[src/rtl/urs_pkg.sv]
// constants shared by the receive-status block
package urs_pkg;
    // ========================================
    // register byte addresses
    localparam logic [7:0] ADDR_STA = 8'h00; // status and control
    localparam logic [7:0] ADDR_MODE = 8'h04; // character format
    localparam logic [7:0] ADDR_DIV = 8'h08; // clocks per bit
    localparam logic [7:0] ADDR_DATA = 8'h0C; // receive data, read pops
    localparam logic [7:0] ADDR_ISTAT = 8'h10; // sticky events, write one clears
    localparam logic [7:0] ADDR_IMASK = 8'h14; // event mask
    // ========================================
    // status and control bit positions
    localparam int BIT_ADDRESS_DETECT_ENABLE = 5;
    localparam int BIT_RECEIVER_IDLE_FLAG = 4;
    localparam int BIT_PARITY_ERROR_FLAG = 3;
    localparam int BIT_FRAMING_ERROR_FLAG = 2;
    localparam int BIT_OVERRUN_ERROR_FLAG = 1;
    localparam int BIT_RX_DATA_AVAILABLE = 0;
    // ========================================
    // event bit positions in status and mask
    localparam int EV_RX = 0;
    localparam int EV_OVR = 1;
    localparam int EV_PAR = 2;
    localparam int EV_FRM = 3;
    localparam int EV_W = 4;
    // ========================================
    // character formats
    localparam logic [1:0] MODE_8N = 2'h0;
    localparam logic [1:0] MODE_8E = 2'h1;
    localparam logic [1:0] MODE_8O = 2'h2;
    localparam logic [1:0] MODE_9N = 2'h3;
    // ========================================
    // sizes and reset values
    localparam int DATA_W = 9; // widest character
    localparam int ENTRY_W = 11; // framing, parity, data
    localparam int FIFO_D = 4;
    localparam int CNT_W = 3; // holds 0..FIFO_D
    localparam logic [15:0] DIV_RST = 16'h0010;
    localparam logic [3:0] BITS_8 = 4'h8;
    localparam logic [3:0] BITS_9 = 4'h9;
    // ========================================
    // receiver states, one-hot
    typedef enum logic [4:0] {
        ST_IDLE = 5'h01,
        ST_START = 5'h02,
        ST_DATA = 5'h04,
        ST_PAR = 5'h08,
        ST_STOP = 5'h10
    } urs_state_e;
endpackage

[src/rtl/urs_fifo.sv]
// small receive fifo with flush and head view
`timescale 1ns/1ns
module urs_fifo #(
    parameter int W = 11,
    parameter int D = 4,
    parameter int CW = 3
) (
    // clock and reset
    input wire logic pclk,
    input wire logic presetn,
    // control
    input wire logic push,
    input wire logic pop,
    input wire logic flush,
    input wire logic [W-1:0] wdata,
    // state
    output logic [W-1:0] head,
    output logic [CW-1:0] count,
    output logic full,
    output logic empty
);
    // storage array and pointers
    logic [W-1:0] mem [D];
    logic [CW-2:0] rd_ptr_reg;
    logic [CW-2:0] wr_ptr_reg;
    logic [CW-1:0] cnt_reg;
    wire do_push = push && !full;
    wire do_pop = pop && !empty;

    assign head = mem[rd_ptr_reg];
    assign count = cnt_reg;
    assign full = (cnt_reg == CW'(D));
    assign empty = (cnt_reg == '0);

    // ========================================
    // pointers; flush beats any push or pop
    always_ff @(posedge pclk or negedge presetn) begin
        if (!presetn) begin
            rd_ptr_reg <= '0;
            wr_ptr_reg <= '0;
            cnt_reg <= '0;
        end else if (flush) begin
            rd_ptr_reg <= '0;
            wr_ptr_reg <= '0;
            cnt_reg <= '0;
        end else begin
            if (do_push) begin
                wr_ptr_reg <= wr_ptr_reg + 1'b1;
            end
            if (do_pop) begin
                rd_ptr_reg <= rd_ptr_reg + 1'b1;
            end
            cnt_reg <= cnt_reg + CW'(do_push) - CW'(do_pop);
        end
    end

    // ========================================
    // data array, no reset needed
    always_ff @(posedge pclk) begin
        if (do_push && !flush) begin
            mem[wr_ptr_reg] <= wdata;
        end
    end
endmodule

[src/rtl/urs_top.sv]
// uart receiver with status flags, address detect and apb registers
// Function
// address detect keeps characters with ninth bit set
// address detect only acts in nine-bit mode
// read-only idle flag, one when not receiving
// parity error flag describes fifo head character
// framing error flag describes fifo head character
// overrun set on overflow, software reads or clears
// clearing overrun empties buffer and shift register
// data-available flag one while fifo not empty
// error flags follow head as fifo advances
`timescale 1ns/1ns
module urs_top (
    // clock and reset
    input wire logic pclk,
    input wire logic presetn,
    // apb slave
    input wire logic psel,
    input wire logic penable,
    input wire logic pwrite,
    input wire logic [7:0] paddr,
    input wire logic [31:0] pwdata,
    output logic [31:0] prdata,
    output logic pready,
    output logic pslverr,
    // serial line and interrupt
    input wire logic rx,
    output logic irq
);
    // ========================================
    // declarations
    urs_pkg::urs_state_e state_reg, state_next; // receiver state
    logic [15:0] bit_cnt_reg; // clocks left in current bit
    logic [3:0] nbits_reg; // data bits taken so far
    logic [8:0] rsr_reg; // receive shift register
    logic par_reg; // running parity
    logic parity_error_flag_reg; // parity result of current char
    logic address_detect_enable_reg; // address detect enable
    logic overrun_error_flag_reg; // overrun flag
    logic [1:0] mode_reg; // character format
    logic [15:0] div_reg; // clocks per bit
    logic [urs_pkg::EV_W-1:0] ist_reg; // sticky events
    logic [urs_pkg::EV_W-1:0] imask_reg; // event mask
    logic [31:0] prdata_reg;
    logic pready_reg;
    logic pslverr_reg;
    logic irq_reg;
    logic [urs_pkg::ENTRY_W-1:0] head; // fifo head entry
    logic [urs_pkg::CNT_W-1:0] count;
    logic full;
    logic empty;

    // ========================================
    // apb decode; no wait state, pready raised in the access cycle
    wire acc = psel && penable && pready_reg; // completing transfer
    wire wr_acc = acc && pwrite;
    wire rd_acc = acc && !pwrite;
    wire hit_sta = (paddr == urs_pkg::ADDR_STA);
    wire hit_mode = (paddr == urs_pkg::ADDR_MODE);
    wire hit_div = (paddr == urs_pkg::ADDR_DIV);
    wire hit_data = (paddr == urs_pkg::ADDR_DATA);
    wire hit_ist = (paddr == urs_pkg::ADDR_ISTAT);
    wire hit_imask = (paddr == urs_pkg::ADDR_IMASK);
    wire mapped = hit_sta | hit_mode | hit_div | hit_data | hit_ist | hit_imask;

    // ========================================
    // receiver timing
    wire bit_done = (bit_cnt_reg == 16'h0000); // sample point reached
    wire [15:0] half_div = {1'b0, div_reg[15:1]};
    wire mode9 = (mode_reg == urs_pkg::MODE_9N);
    wire has_par = (mode_reg == urs_pkg::MODE_8E) || (mode_reg == urs_pkg::MODE_8O);
    wire [3:0] nbits_want = mode9 ? urs_pkg::BITS_9 : urs_pkg::BITS_8;
    wire in_idle = (state_reg == urs_pkg::ST_IDLE);
    wire char_done = (state_reg == urs_pkg::ST_STOP) && bit_done;
    wire frame_err = char_done && !rx; // stop bit must be high
    // data bits arrive lsb first; eight-bit characters sit low
    wire [8:0] char_data = mode9 ? rsr_reg : {1'b0, rsr_reg[8:1]};

    // ========================================
    // address detect: drop data characters, keep address ones
    wire addr_only = address_detect_enable_reg && mode9;
    wire keep_char = !addr_only || char_data[8];
    wire want_push = char_done && keep_char;
    // while overrun stands nothing new is stored
    wire push = want_push && !full && !overrun_error_flag_reg;
    wire overflow = want_push && full && !overrun_error_flag_reg;

    // ========================================
    // software side effects
    wire pop = rd_acc && hit_data;
    // overrun clears only on a one to zero write
    wire ovr_clear = wr_acc && hit_sta && overrun_error_flag_reg && !pwdata[urs_pkg::BIT_OVERRUN_ERROR_FLAG];
    wire [urs_pkg::ENTRY_W-1:0] entry = {frame_err, parity_error_flag_reg, char_data};
    wire head_parity_error_flag = !empty && head[urs_pkg::DATA_W];
    wire head_framing_error_flag = !empty && head[urs_pkg::DATA_W+1];
    // an empty fifo reads as zero, never a stale or never-written slot
    wire [urs_pkg::DATA_W-1:0] head_data = empty ? '0 : head[urs_pkg::DATA_W-1:0];

    // event sources for the interrupt status
    logic [urs_pkg::EV_W-1:0] ev;
    assign ev[urs_pkg::EV_RX] = push;
    assign ev[urs_pkg::EV_OVR] = overflow;
    assign ev[urs_pkg::EV_PAR] = push && parity_error_flag_reg;
    assign ev[urs_pkg::EV_FRM] = push && frame_err;
    wire [urs_pkg::EV_W-1:0] ist_clr = (wr_acc && hit_ist) ?
        pwdata[urs_pkg::EV_W-1:0] : '0;
    // a new event wins over a clear in the same cycle
    wire [urs_pkg::EV_W-1:0] ist_next = (ist_reg & ~ist_clr) | ev;

    // status word as software sees it
    wire [15:0] sta_word = {10'h000, address_detect_enable_reg, in_idle, head_parity_error_flag, head_framing_error_flag,
        overrun_error_flag_reg, !empty};
    // read multiplexer; unmapped reads return zero
    wire [31:0] rd_mux =
        hit_sta ? {16'h0000, sta_word} :
        hit_mode ? {30'h00000000, mode_reg} :
        hit_div ? {16'h0000, div_reg} :
        hit_data ? {23'h000000, head_data} :
        hit_ist ? {28'h0000000, ist_reg} :
        hit_imask ? {28'h0000000, imask_reg} : 32'h00000000;

    // ========================================
    // receive fifo
    urs_fifo #(
        .W(urs_pkg::ENTRY_W),
        .D(urs_pkg::FIFO_D),
        .CW(urs_pkg::CNT_W)
    ) u_fifo (
        .pclk(pclk),
        .presetn(presetn),
        .push(push),
        .pop(pop),
        .flush(ovr_clear),
        .wdata(entry),
        .head(head),
        .count(count),
        .full(full),
        .empty(empty)
    );

    // ========================================
    // receiver next state
    always_comb begin
        state_next = state_reg;
        case (state_reg)
            urs_pkg::ST_IDLE: begin
                if (!rx) begin
                    state_next = urs_pkg::ST_START;
                end
            end
            urs_pkg::ST_START: begin
                // a glitch shorter than half a bit is ignored
                if (bit_done) begin
                    state_next = rx ? urs_pkg::ST_IDLE : urs_pkg::ST_DATA;
                end
            end
            urs_pkg::ST_DATA: begin
                if (bit_done && (nbits_reg + 4'h1 == nbits_want)) begin
                    state_next = has_par ? urs_pkg::ST_PAR : urs_pkg::ST_STOP;
                end
            end
            urs_pkg::ST_PAR: begin
                if (bit_done) begin
                    state_next = urs_pkg::ST_STOP;
                end
            end
            urs_pkg::ST_STOP: begin
                if (bit_done) begin
                    state_next = urs_pkg::ST_IDLE;
                end
            end
            default: begin
                state_next = urs_pkg::ST_IDLE;
            end
        endcase
        // flush also drops a character in flight
        if (ovr_clear) begin
            state_next = urs_pkg::ST_IDLE;
        end
    end

    // ========================================
    // receiver state register and bit timer
    always_ff @(posedge pclk or negedge presetn) begin
        if (!presetn) begin
            state_reg <= urs_pkg::ST_IDLE;
            bit_cnt_reg <= 16'h0000;
        end else begin
            state_reg <= state_next;
            if (in_idle) begin
                bit_cnt_reg <= half_div; // aim at the middle of start
            end else if (bit_done) begin
                bit_cnt_reg <= div_reg - 16'h0001;
            end else begin
                bit_cnt_reg <= bit_cnt_reg - 16'h0001;
            end
        end
    end

    // ========================================
    // shift register, bit count and parity
    always_ff @(posedge pclk or negedge presetn) begin
        if (!presetn) begin
            rsr_reg <= 9'h000;
            nbits_reg <= 4'h0;
            par_reg <= 1'b0;
            parity_error_flag_reg <= 1'b0;
        end else if (ovr_clear || in_idle) begin
            rsr_reg <= 9'h000;
            nbits_reg <= 4'h0;
            par_reg <= (mode_reg == urs_pkg::MODE_8O); // odd seeds with one
            parity_error_flag_reg <= 1'b0;
        end else if (bit_done && state_reg == urs_pkg::ST_DATA) begin
            rsr_reg <= {rx, rsr_reg[8:1]};
            nbits_reg <= nbits_reg + 4'h1;
            par_reg <= par_reg ^ rx;
        end else if (bit_done && state_reg == urs_pkg::ST_PAR) begin
            parity_error_flag_reg <= par_reg ^ rx;
        end
    end

    // ========================================
    // overrun flag; software may only clear it
    always_ff @(posedge pclk or negedge presetn) begin
        if (!presetn) begin
            overrun_error_flag_reg <= 1'b0;
        end else if (overflow) begin
            overrun_error_flag_reg <= 1'b1;
        end else if (ovr_clear) begin
            overrun_error_flag_reg <= 1'b0;
        end
    end

    // ========================================
    // writable configuration
    always_ff @(posedge pclk or negedge presetn) begin
        if (!presetn) begin
            address_detect_enable_reg <= 1'b0;
            mode_reg <= urs_pkg::MODE_8N;
            div_reg <= urs_pkg::DIV_RST;
            imask_reg <= '0;
        end else if (wr_acc) begin
            if (hit_sta) begin
                address_detect_enable_reg <= pwdata[urs_pkg::BIT_ADDRESS_DETECT_ENABLE];
            end
            if (hit_mode) begin
                mode_reg <= pwdata[1:0];
            end
            if (hit_div) begin
                div_reg <= pwdata[15:0];
            end
            if (hit_imask) begin
                imask_reg <= pwdata[urs_pkg::EV_W-1:0];
            end
        end
    end

    // ========================================
    // interrupt status and output
    always_ff @(posedge pclk or negedge presetn) begin
        if (!presetn) begin
            ist_reg <= '0;
            irq_reg <= 1'b0;
        end else begin
            ist_reg <= ist_next;
            irq_reg <= |(ist_next & imask_reg);
        end
    end

    // ========================================
    // apb answer registers
    always_ff @(posedge pclk or negedge presetn) begin
        if (!presetn) begin
            pready_reg <= 1'b0;
            prdata_reg <= 32'h00000000;
            pslverr_reg <= 1'b0;
        end else begin
            pready_reg <= psel && !penable && !pready_reg;
            if (psel && !penable) begin
                prdata_reg <= pwrite ? 32'h00000000 : rd_mux;
                pslverr_reg <= !mapped;
            end
        end
    end

    assign prdata = prdata_reg;
    assign pready = pready_reg;
    assign pslverr = pslverr_reg;
    assign irq = irq_reg;

    wire rd_sta_setup = psel && !penable && !pwrite && hit_sta;
    wire rd_data_setup = psel && !penable && !pwrite && hit_data;
endmodule

[config.mk]
export PLATFORM = sky130hd
export DESIGN_NAME = urs_top
export DESIGN_NICKNAME = d
export VERILOG_FILES = /design/src/rtl/urs_pkg.sv /design/src/rtl/urs_fifo.sv /design/src/rtl/urs_top.sv
export SDC_FILE = /design/constraint.sdc
export NUM_CORES = 1
export LEC_CHECK = 0
export BUFFER_PORTS_ARGS = -buffer_cell sky130_fd_sc_hd__buf_2
export CAP_MARGIN = 25
export CORE_MARGIN = 5
export CORE_UTILIZATION = 54
export CTS_CLUSTER_SIZE = 16
export DETAILED_ROUTE_END_ITERATION = 8
export GPL_TIMING_DRIVEN = 0
export PLACE_DENSITY = 0.75
export SETUP_SLACK_MARGIN = 0.02
export SYNTH_ARGS = -nofsm -noshare
export SYNTH_HDL_FRONTEND = slang
export SYNTH_SLANG_ARGS = --single-unit
[constraint.sdc]
create_clock -name pclk -period 3.8 [get_ports pclk]
set_input_delay 0.57 -clock pclk [delete_from_list [all_inputs] [get_ports pclk]]
set_output_delay 0.57 -clock pclk [all_outputs]
set_load 0.02 [all_outputs]
======== After elaboration in Yosys (flattened, before gate mapping) ========
Memory sizes are Yosys's and may differ from the RTL's.
Cells that the tools add are included.
word-level totals
  memories ................................ 1
  memory bits (writable) .................. 44
  bits of input ports ..................... 46
  word-level logic and storage cells ...... 156
  bits in registers ....................... 106
  output and inout port bits .............. 35
memory list
  name        depth  width  read ports  clocked after Yosys merged registers in  wr ports  line            text
  u_fifo.mem  4      11     1           0                                        1         urs_fifo.sv:23  logic [W-1:0] mem [D];
operators by class
  bitwise logic cells ..................... 10
  eq/ne operators ......................... 21
  reduce and logical (&&, ||, !) cells .... 58
  mux-type cells .......................... 40
  $add $sub $neg .......................... 7
operator list
  cell                                                 count
  2-to-1 mux 16 bit                                    6
  2-to-1 mux 9 bit                                     5
  2-to-1 mux 5 bit                                     7
  subtractor 16 x 1 -> 16 bit, second input constant   2
  logical AND 1 bit                                    29
  one-hot mux 5 bit (5 select lines)                   1
  2-to-1 mux 4 bit                                     5
  equality test 8 x 4 -> 1 bit, second input constant  2
  equality test 8 x 5 -> 1 bit, second input constant  2
  zero test 16 bit                                     1
  != test 3 bit, second input constant                 4
  zero test 1 bit                                      11
  2-to-1 mux 1 bit                                     10
  AND reduction 2 bit                                  5
  nonzero test 2 bit                                   5
  AND 4 bit                                            2
  equality test 8 x 3 -> 1 bit, second input constant  1
  zero test 8 bit                                      1
  2-to-1 mux 2 bit                                     4
  2-to-1 mux 3 bit                                     2
  equality test 5 x 1 -> 1 bit, second input constant  1
  equality test 5 x 2 -> 1 bit, second input constant  1
  equality test 5 x 3 -> 1 bit, second input constant  1
  equality test 5 x 4 -> 1 bit, second input constant  1
  19 further kinds                                     27

======== Longest topological paths before layout ========
  word-level depth ........................ 11
  mapped depth ............................ 12
  mapped depth without buffers ............ 11

======== Cells and area by module ========
A second synthesis with hierarchy kept.
second synthesis, totals
  cell total of the unflattened synthesis .. 633
  area, all modules ....................... 7044.3 um2
modules (own cells, without submodules)
  module    instances  area an instance (um2)  cells an instance  seq. area each (um2)
  urs_top   1          4948.5                  528                2079.5
  urs_fifo  1          2095.8                  105                1496.4

======== Least setup slack after synthesis ========
OpenSTA, ideal clock, no wires.
  path kind ............................... input-to-reg
  start ................................... in paddr[1]
  end ..................................... reg u_fifo.cnt_reg[2] (netlist: u_fifo.count[2])
  data arrival time ....................... 3.232 ns
  buffers on the path ..................... 1
  setup time .............................. 0.131 ns
  slack ................................... 0.438 ns
  stages .................................. 12
  required time ........................... 3.669 ns
  cells stage by stage .................... or4_4 > or4b_1 > buf_2 > nor4_4 > ha_1 > inv_1 > ha_1 > inv_1 > fa_1 > xor2_1 > xnor2_1 > nor2_1
between the ends
  word-level cells in the longest chain between the ends .. 5
  elaborated cells on any way between the ends .. 9
  classes of those cells .................. add/sub: 1; eq/ne: 1; mux: 1; reduce/logical: 6
RTL lines
  item                                                                    line                           text
  start, declared                                                         urs_top.sv:21                  input wire logic [7:0] paddr,
  equality test 8 x 4 -> 1 bit / zero test 8 bit (equally long branches)  urs_top.sv:61, urs_top.sv:58
  logical AND 1 bit, on equally long branches                             urs_top.sv:90, urs_top.sv:92
  logical AND 1 bit, on equally long branches                             urs_fifo.sv:28, urs_top.sv:92
  subtractor 3 x 1 -> 3 bit / logical AND 1 bit (equally long branches)   urs_fifo.sv:53, urs_top.sv:92
  2-to-1 mux 3 bit (*)                                                    urs_fifo.sv:42                 end else if (flush) begin
  end signal, assigned                                                    urs_fifo.sv:53                 cnt_reg <= cnt_reg + CW'(do_push) - CW'(do_pop);
  end, declared                                                           urs_fifo.sv:26                 logic [CW-1:0] cnt_reg;
Mark *: on every way between the ends. The rest lies on a longest branch, timed or not.
A chain may end at the register's enable or synchronous reset.

======== Worst setup path in the final report ========
  start ................................... reg bit_cnt_reg[9]
  end ..................................... reg u_fifo.cnt_reg[2] (netlist: u_fifo.count[2])
between the ends
  word-level cells in the longest chain between the ends .. 9
RTL lines
  item                            line            text
  start, declared                 urs_top.sv:33   logic [15:0] bit_cnt_reg;
  start signal, assigned          urs_top.sv:191  bit_cnt_reg <= half_div;
  start signal, assigned          urs_top.sv:193  bit_cnt_reg <= div_reg - 16'h0001;
  start signal, assigned          urs_top.sv:195  bit_cnt_reg <= bit_cnt_reg - 16'h0001;
  zero test 16 bit                urs_top.sv:68   wire bit_done = (bit_cnt_reg == 16'h0000);
  logical AND 1 bit               urs_top.sv:74   wire char_done = (state_reg == urs_pkg::ST_STOP) && bit_done;
  logical AND 1 bit               urs_top.sv:83   wire want_push = char_done && keep_char;
  logical AND 1 bit (2 in a row)  urs_top.sv:85   wire push = want_push && !full && !overrun_error_flag_reg;
  logical AND 1 bit               urs_fifo.sv:27  wire do_push = push && !full;
  adder 3 x 1 -> 3 bit            urs_fifo.sv:53
  subtractor 3 x 1 -> 3 bit       urs_fifo.sv:53
  2-to-1 mux 3 bit                urs_fifo.sv:42
No other way between the ends.

==> impl_results.rst <==
.. list-table::
   :header-rows: 1

   * - Metric
     - Value
   * - Vertical die dimension
     - 120.7 µm
   * - Area share of the largest cell type after synthesis
     - 33.26%
   * - Placeable core region
     - 12010 µm²
   * - Cell types occupying the most area after synthesis
     - sky130_fd_sc_hd__dfrtp_1 33%, sky130_fd_sc_hd__edfxtp_1 20%, sky130_fd_sc_hd__mux2_2 4.9%
   * - Setup repair after global routing missed its margin
     - false
   * - Largest fanout of any net on the critical path
     - 9
   * - FF+latch area
     - 3576 µm²
   * - Number of max-cap violations
     - 0
   * - Die X-Extent
     - 120.7 µm
   * - Worst setup path category
     - reg2reg
   * - Startpoint class of the critical path
     - register
   * - Number of buffers between clock root and the deepest sink
     - 2
   * - Count of cells resized by post-cts repair
     - 0
   * - Top reg by flops
     - u_fifo.mem
   * - Total clock buffers created by CTS
     - 17
   * - Final setup violating endpoints
     - 0
   * - Share of flip-flops with an asynchronous set or reset
     - 67.16%
   * - Minimum clock period
     - 3.482 ns
   * - Largest net degree at the start of global routing
     - 61
   * - Slack of the worst reg-to-reg path
     - 0.32 ns
   * - Critical path capture point type
     - register
   * - Final Net Count
     - 718
   * - TritonCTS clock tree
     - done
   * - Number of nets with antenna violations after detailed routing
     - 0
   * - Quantity of hold-fixing buffers added after cts
     - 0
   * - Detailed placer's ending HPWL
     - 11090 µm
   * - Highest layer used for signal routing
     - met4
   * - Total number of placement rows
     - 40
   * - Num ports
     - 81
   * - Smallest hold slack
     - 0.07603 ns
   * - Number of fill cells
     - 929
   * - Number of distinct library cells after synthesis
     - 70
   * - Share of final-layout standard cells stronger than drive strength 1
     - 24.33%
   * - Setup TNS
     - 0 ns
   * - First-pass GRT wire length
     - 25320 µm
   * - Clock net sink count
     - 134
   * - Lkg Pwr
     - 3.259 nW
   * - Average instance area after synthesis
     - 11.40 µm²
   * - Detailed-route vias per instance
     - 5.916
   * - Syn-to-layout area delta
     - 16.78%
   * - Summed instance area of the synthesized netlist
     - 6621 µm²
   * - Routed wire length
     - 15640 µm
   * - DRC marker count from the first detailed-route iteration
     - 398
   * - Required arrival time at the worst endpoint
     - 4.09 ns
   * - Clock-pin slew on the worst setup and hold paths
     - 0.06 ns
   * - Largest register FFs
     - 44
   * - Multi-input combinational cell area
     - 2809 µm²
   * - Average routed wire per standard cell
     - 19.05 µm
   * - Cell type with the largest total area after synthesis
     - sky130_fd_sc_hd__dfrtp_1
   * - DIE AREA
     - 14580 µm²
   * - Number of pins with negative max-slew slack in the final report
     - 0
   * - Skew final
     - 0.008195 ns
   * - Worst-margin pin slew
     - 0.8175 ns
   * - Detailed-route wire length on metal 1
     - 6639 µm
   * - Initial cell density of the core
     - 55.12%
   * - Total global routing overflow
     - 0
   * - Count of inserted antenna diode cells
     - 0
   * - Headroom to the max-slew limit
     - 45.50%
   * - Final hold violations
     - 0
   * - Warning count from the yosys run
     - 0
   * - Power Dens Cells
     - 557.9 nW/µm²
   * - Met3 wire len
     - 796 µm
   * - Master cell of the clock root buffer
     - sky130_fd_sc_hd__clkbuf_16
   * - Total iterations of the first detailed-routing run
     - 5
   * - Proportion of synthesized chip area in sequential cells
     - 54.01%
   * - Final critical-path share of the clock period
     - 91.63%
   * - IR Drop Worst-Case VDD
     - 335.9 µV
   * - Gate count of the mapped netlist
     - 581
   * - Number of levels the H-tree was split into
     - 4
   * - Number of antenna violations at the first check in global routing
     - 0
   * - Number of flops mapped to enable cells by yosys
     - 44
   * - Dominant synthesized flop cell
     - sky130_fd_sc_hd__dfrtp_1
   * - Critical path data arrival time
     - 3.78 ns
   * - Run status
     - finished, final reports clean
   * - Via count of the first global-routing pass
     - 4837
   * - Setup repair bufs after CTS
     - 0
   * - Min-delay worst type
     - in2async
   * - Detailed route wirelength on metal2
     - 7989 µm
   * - Vias
     - 4857
   * - Yosys reg bits
     - 134
   * - F_max
     - 287.2 MHz
   * - Gp weighted congestion
     - 0.9642
   * - Port Buffers
     - 45
   * - Global router's overall resource usage
     - 22.69%
   * - Worst-Skew Late Latency
     - 0.43 ns
   * - Remaining design rule violation count
     - 0
[cell type report]
cell class,instances,share of cell area [%]
tap,147,2.379
clock inverter,13,2.362
timing repair buffer,46,3.301
clock buffer,19,5.599
inverter,13,0.6311
sequential,134,46.25
multi-input combinational,407,36.33
buffer,42,3.155
[worst paths after layout]
| path | start | to | cells past startpoint |
|---|---|---|---|
| setup / recovery | bit_cnt_reg[9] | u_fifo.count[2] | 11 |
| hold / removal | presetn | pready | 1 |
| setup reg to reg | bit_cnt_reg[9] | u_fifo.count[2] | 11 |
| hold reg to reg | prdata[10] | prdata[10] | 1 |
| max in group asynchronous | presetn | state_reg[0] | 2 |
| min in group pclk | pwdata[12] | div_reg[12] | 2 |
[through the flow]
step / util (%) / worst slack (ns) / area [µm²] / power (mW) / std cells
floorplan: - / 0.4378 / 6678 / 2.374 / 596
global placement: 59.00 / 0.1647 / 7087 / 2.590 / 788
detailed placement: 59.25 / 0.1006 / 7117 / 2.620 / 789
CTS: 64.38 / 0.3242 / 7732 / 4.326 / 821
global route: 64.38 / 0.1613 / 7732 / 4.519 / 821
finish: 64.38 / 0.3179 / 7732 / 4.314 / 821
[logic make-up after synthesis]
family          after synthesis  synth area share, %
other cells                   1              0.05663
buf+inv                      55                4.422
xor+xnor                     21                2.778
compound gates              119                11.68
flops                       134                54.01
mux                          43                9.127
simple gates                197                15.74
fa+ha+maj                    11                2.192
[Yosys cell counts, types with 11 or more instances]
master                     count
sky130_fd_sc_hd__xnor2_1      12
sky130_fd_sc_hd__nand2_1      69
sky130_fd_sc_hd__inv_1        13
sky130_fd_sc_hd__nand3_1      12
sky130_fd_sc_hd__mux4_2       11
sky130_fd_sc_hd__a21oi_1      40
sky130_fd_sc_hd__dfrtp_1      88
sky130_fd_sc_hd__nor2_1       41
sky130_fd_sc_hd__o21ai_0      25
sky130_fd_sc_hd__clkbuf_1     17
sky130_fd_sc_hd__mux2_2       29
sky130_fd_sc_hd__buf_4        17
sky130_fd_sc_hd__edfxtp_1     44
sky130_fd_sc_hd__nor3_1       13
[layout by cell type, fill, tap and decap left out, types with 4 or more instances in the layout]
cell type and count:
sky130_fd_sc_hd__a22o_1 8, sky130_fd_sc_hd__buf_2 47, sky130_fd_sc_hd__xor2_1 9, sky130_fd_sc_hd__or3_1 5, sky130_fd_sc_hd__mux4_2 11, sky130_fd_sc_hd__nor4_1 4
sky130_fd_sc_hd__dfrtp_1 88, sky130_fd_sc_hd__mux2_2 29, sky130_fd_sc_hd__ha_1 10, sky130_fd_sc_hd__nor3_1 13, sky130_fd_sc_hd__inv_1 13, sky130_fd_sc_hd__and3_2 4
sky130_fd_sc_hd__and2_1 5, sky130_fd_sc_hd__nand4_1 5, sky130_fd_sc_hd__clkbuf_1 19, sky130_fd_sc_hd__buf_4 18, sky130_fd_sc_hd__nor2_1 41, sky130_fd_sc_hd__xnor2_1 12
sky130_fd_sc_hd__a21oi_1 40, sky130_fd_sc_hd__nand3_1 12, sky130_fd_sc_hd__edfxtp_1 44, sky130_fd_sc_hd__o2111ai_1 4, sky130_fd_sc_hd__bufinv_16 4, sky130_fd_sc_hd__a22oi_1 6
sky130_fd_sc_hd__clkinvlp_4 5, sky130_fd_sc_hd__or4_4 4, sky130_fd_sc_hd__or2_2 5, sky130_fd_sc_hd__nand2_1 69, sky130_fd_sc_hd__nand2b_1 5, sky130_fd_sc_hd__nand3b_1 4
sky130_fd_sc_hd__clkbuf_16 17, sky130_fd_sc_hd__a31oi_1 5, sky130_fd_sc_hd__o21ai_0 25, sky130_fd_sc_hd__conb_1 16
[critical path: stages, from the launching register on]
cell and delay (ns):
sky130_fd_sc_hd__dfrtp_1 0.41, sky130_fd_sc_hd__or4_1 0.67, sky130_fd_sc_hd__or4_4 0.53, sky130_fd_sc_hd__nor4_4 0.46, sky130_fd_sc_hd__and2_1 0.21, sky130_fd_sc_hd__buf_6 0.14
sky130_fd_sc_hd__ha_1 0.14, sky130_fd_sc_hd__inv_1 0.05, sky130_fd_sc_hd__fa_1 0.37, sky130_fd_sc_hd__xor2_1 0.17, sky130_fd_sc_hd__xnor2_1 0.14, sky130_fd_sc_hd__nor2_1 0.06
[per-layer routing]
layer  vias up  global-route usage, %
met5         -                      0
met4         0                  8.144
met3        22                  4.537
met2       150                  38.98
met1      2425                  28.58
li1       2260                      -
[power by group]
group | switching (mW) | leakage (nW) | internal (mW)
Sequential | 0.0927 | 1.52 | 1.59
Combinational | 0.594 | 1.46 | 0.336
Clock | 0.613 | 0.280 | 1.09
(Power assumes the default switching activity.)
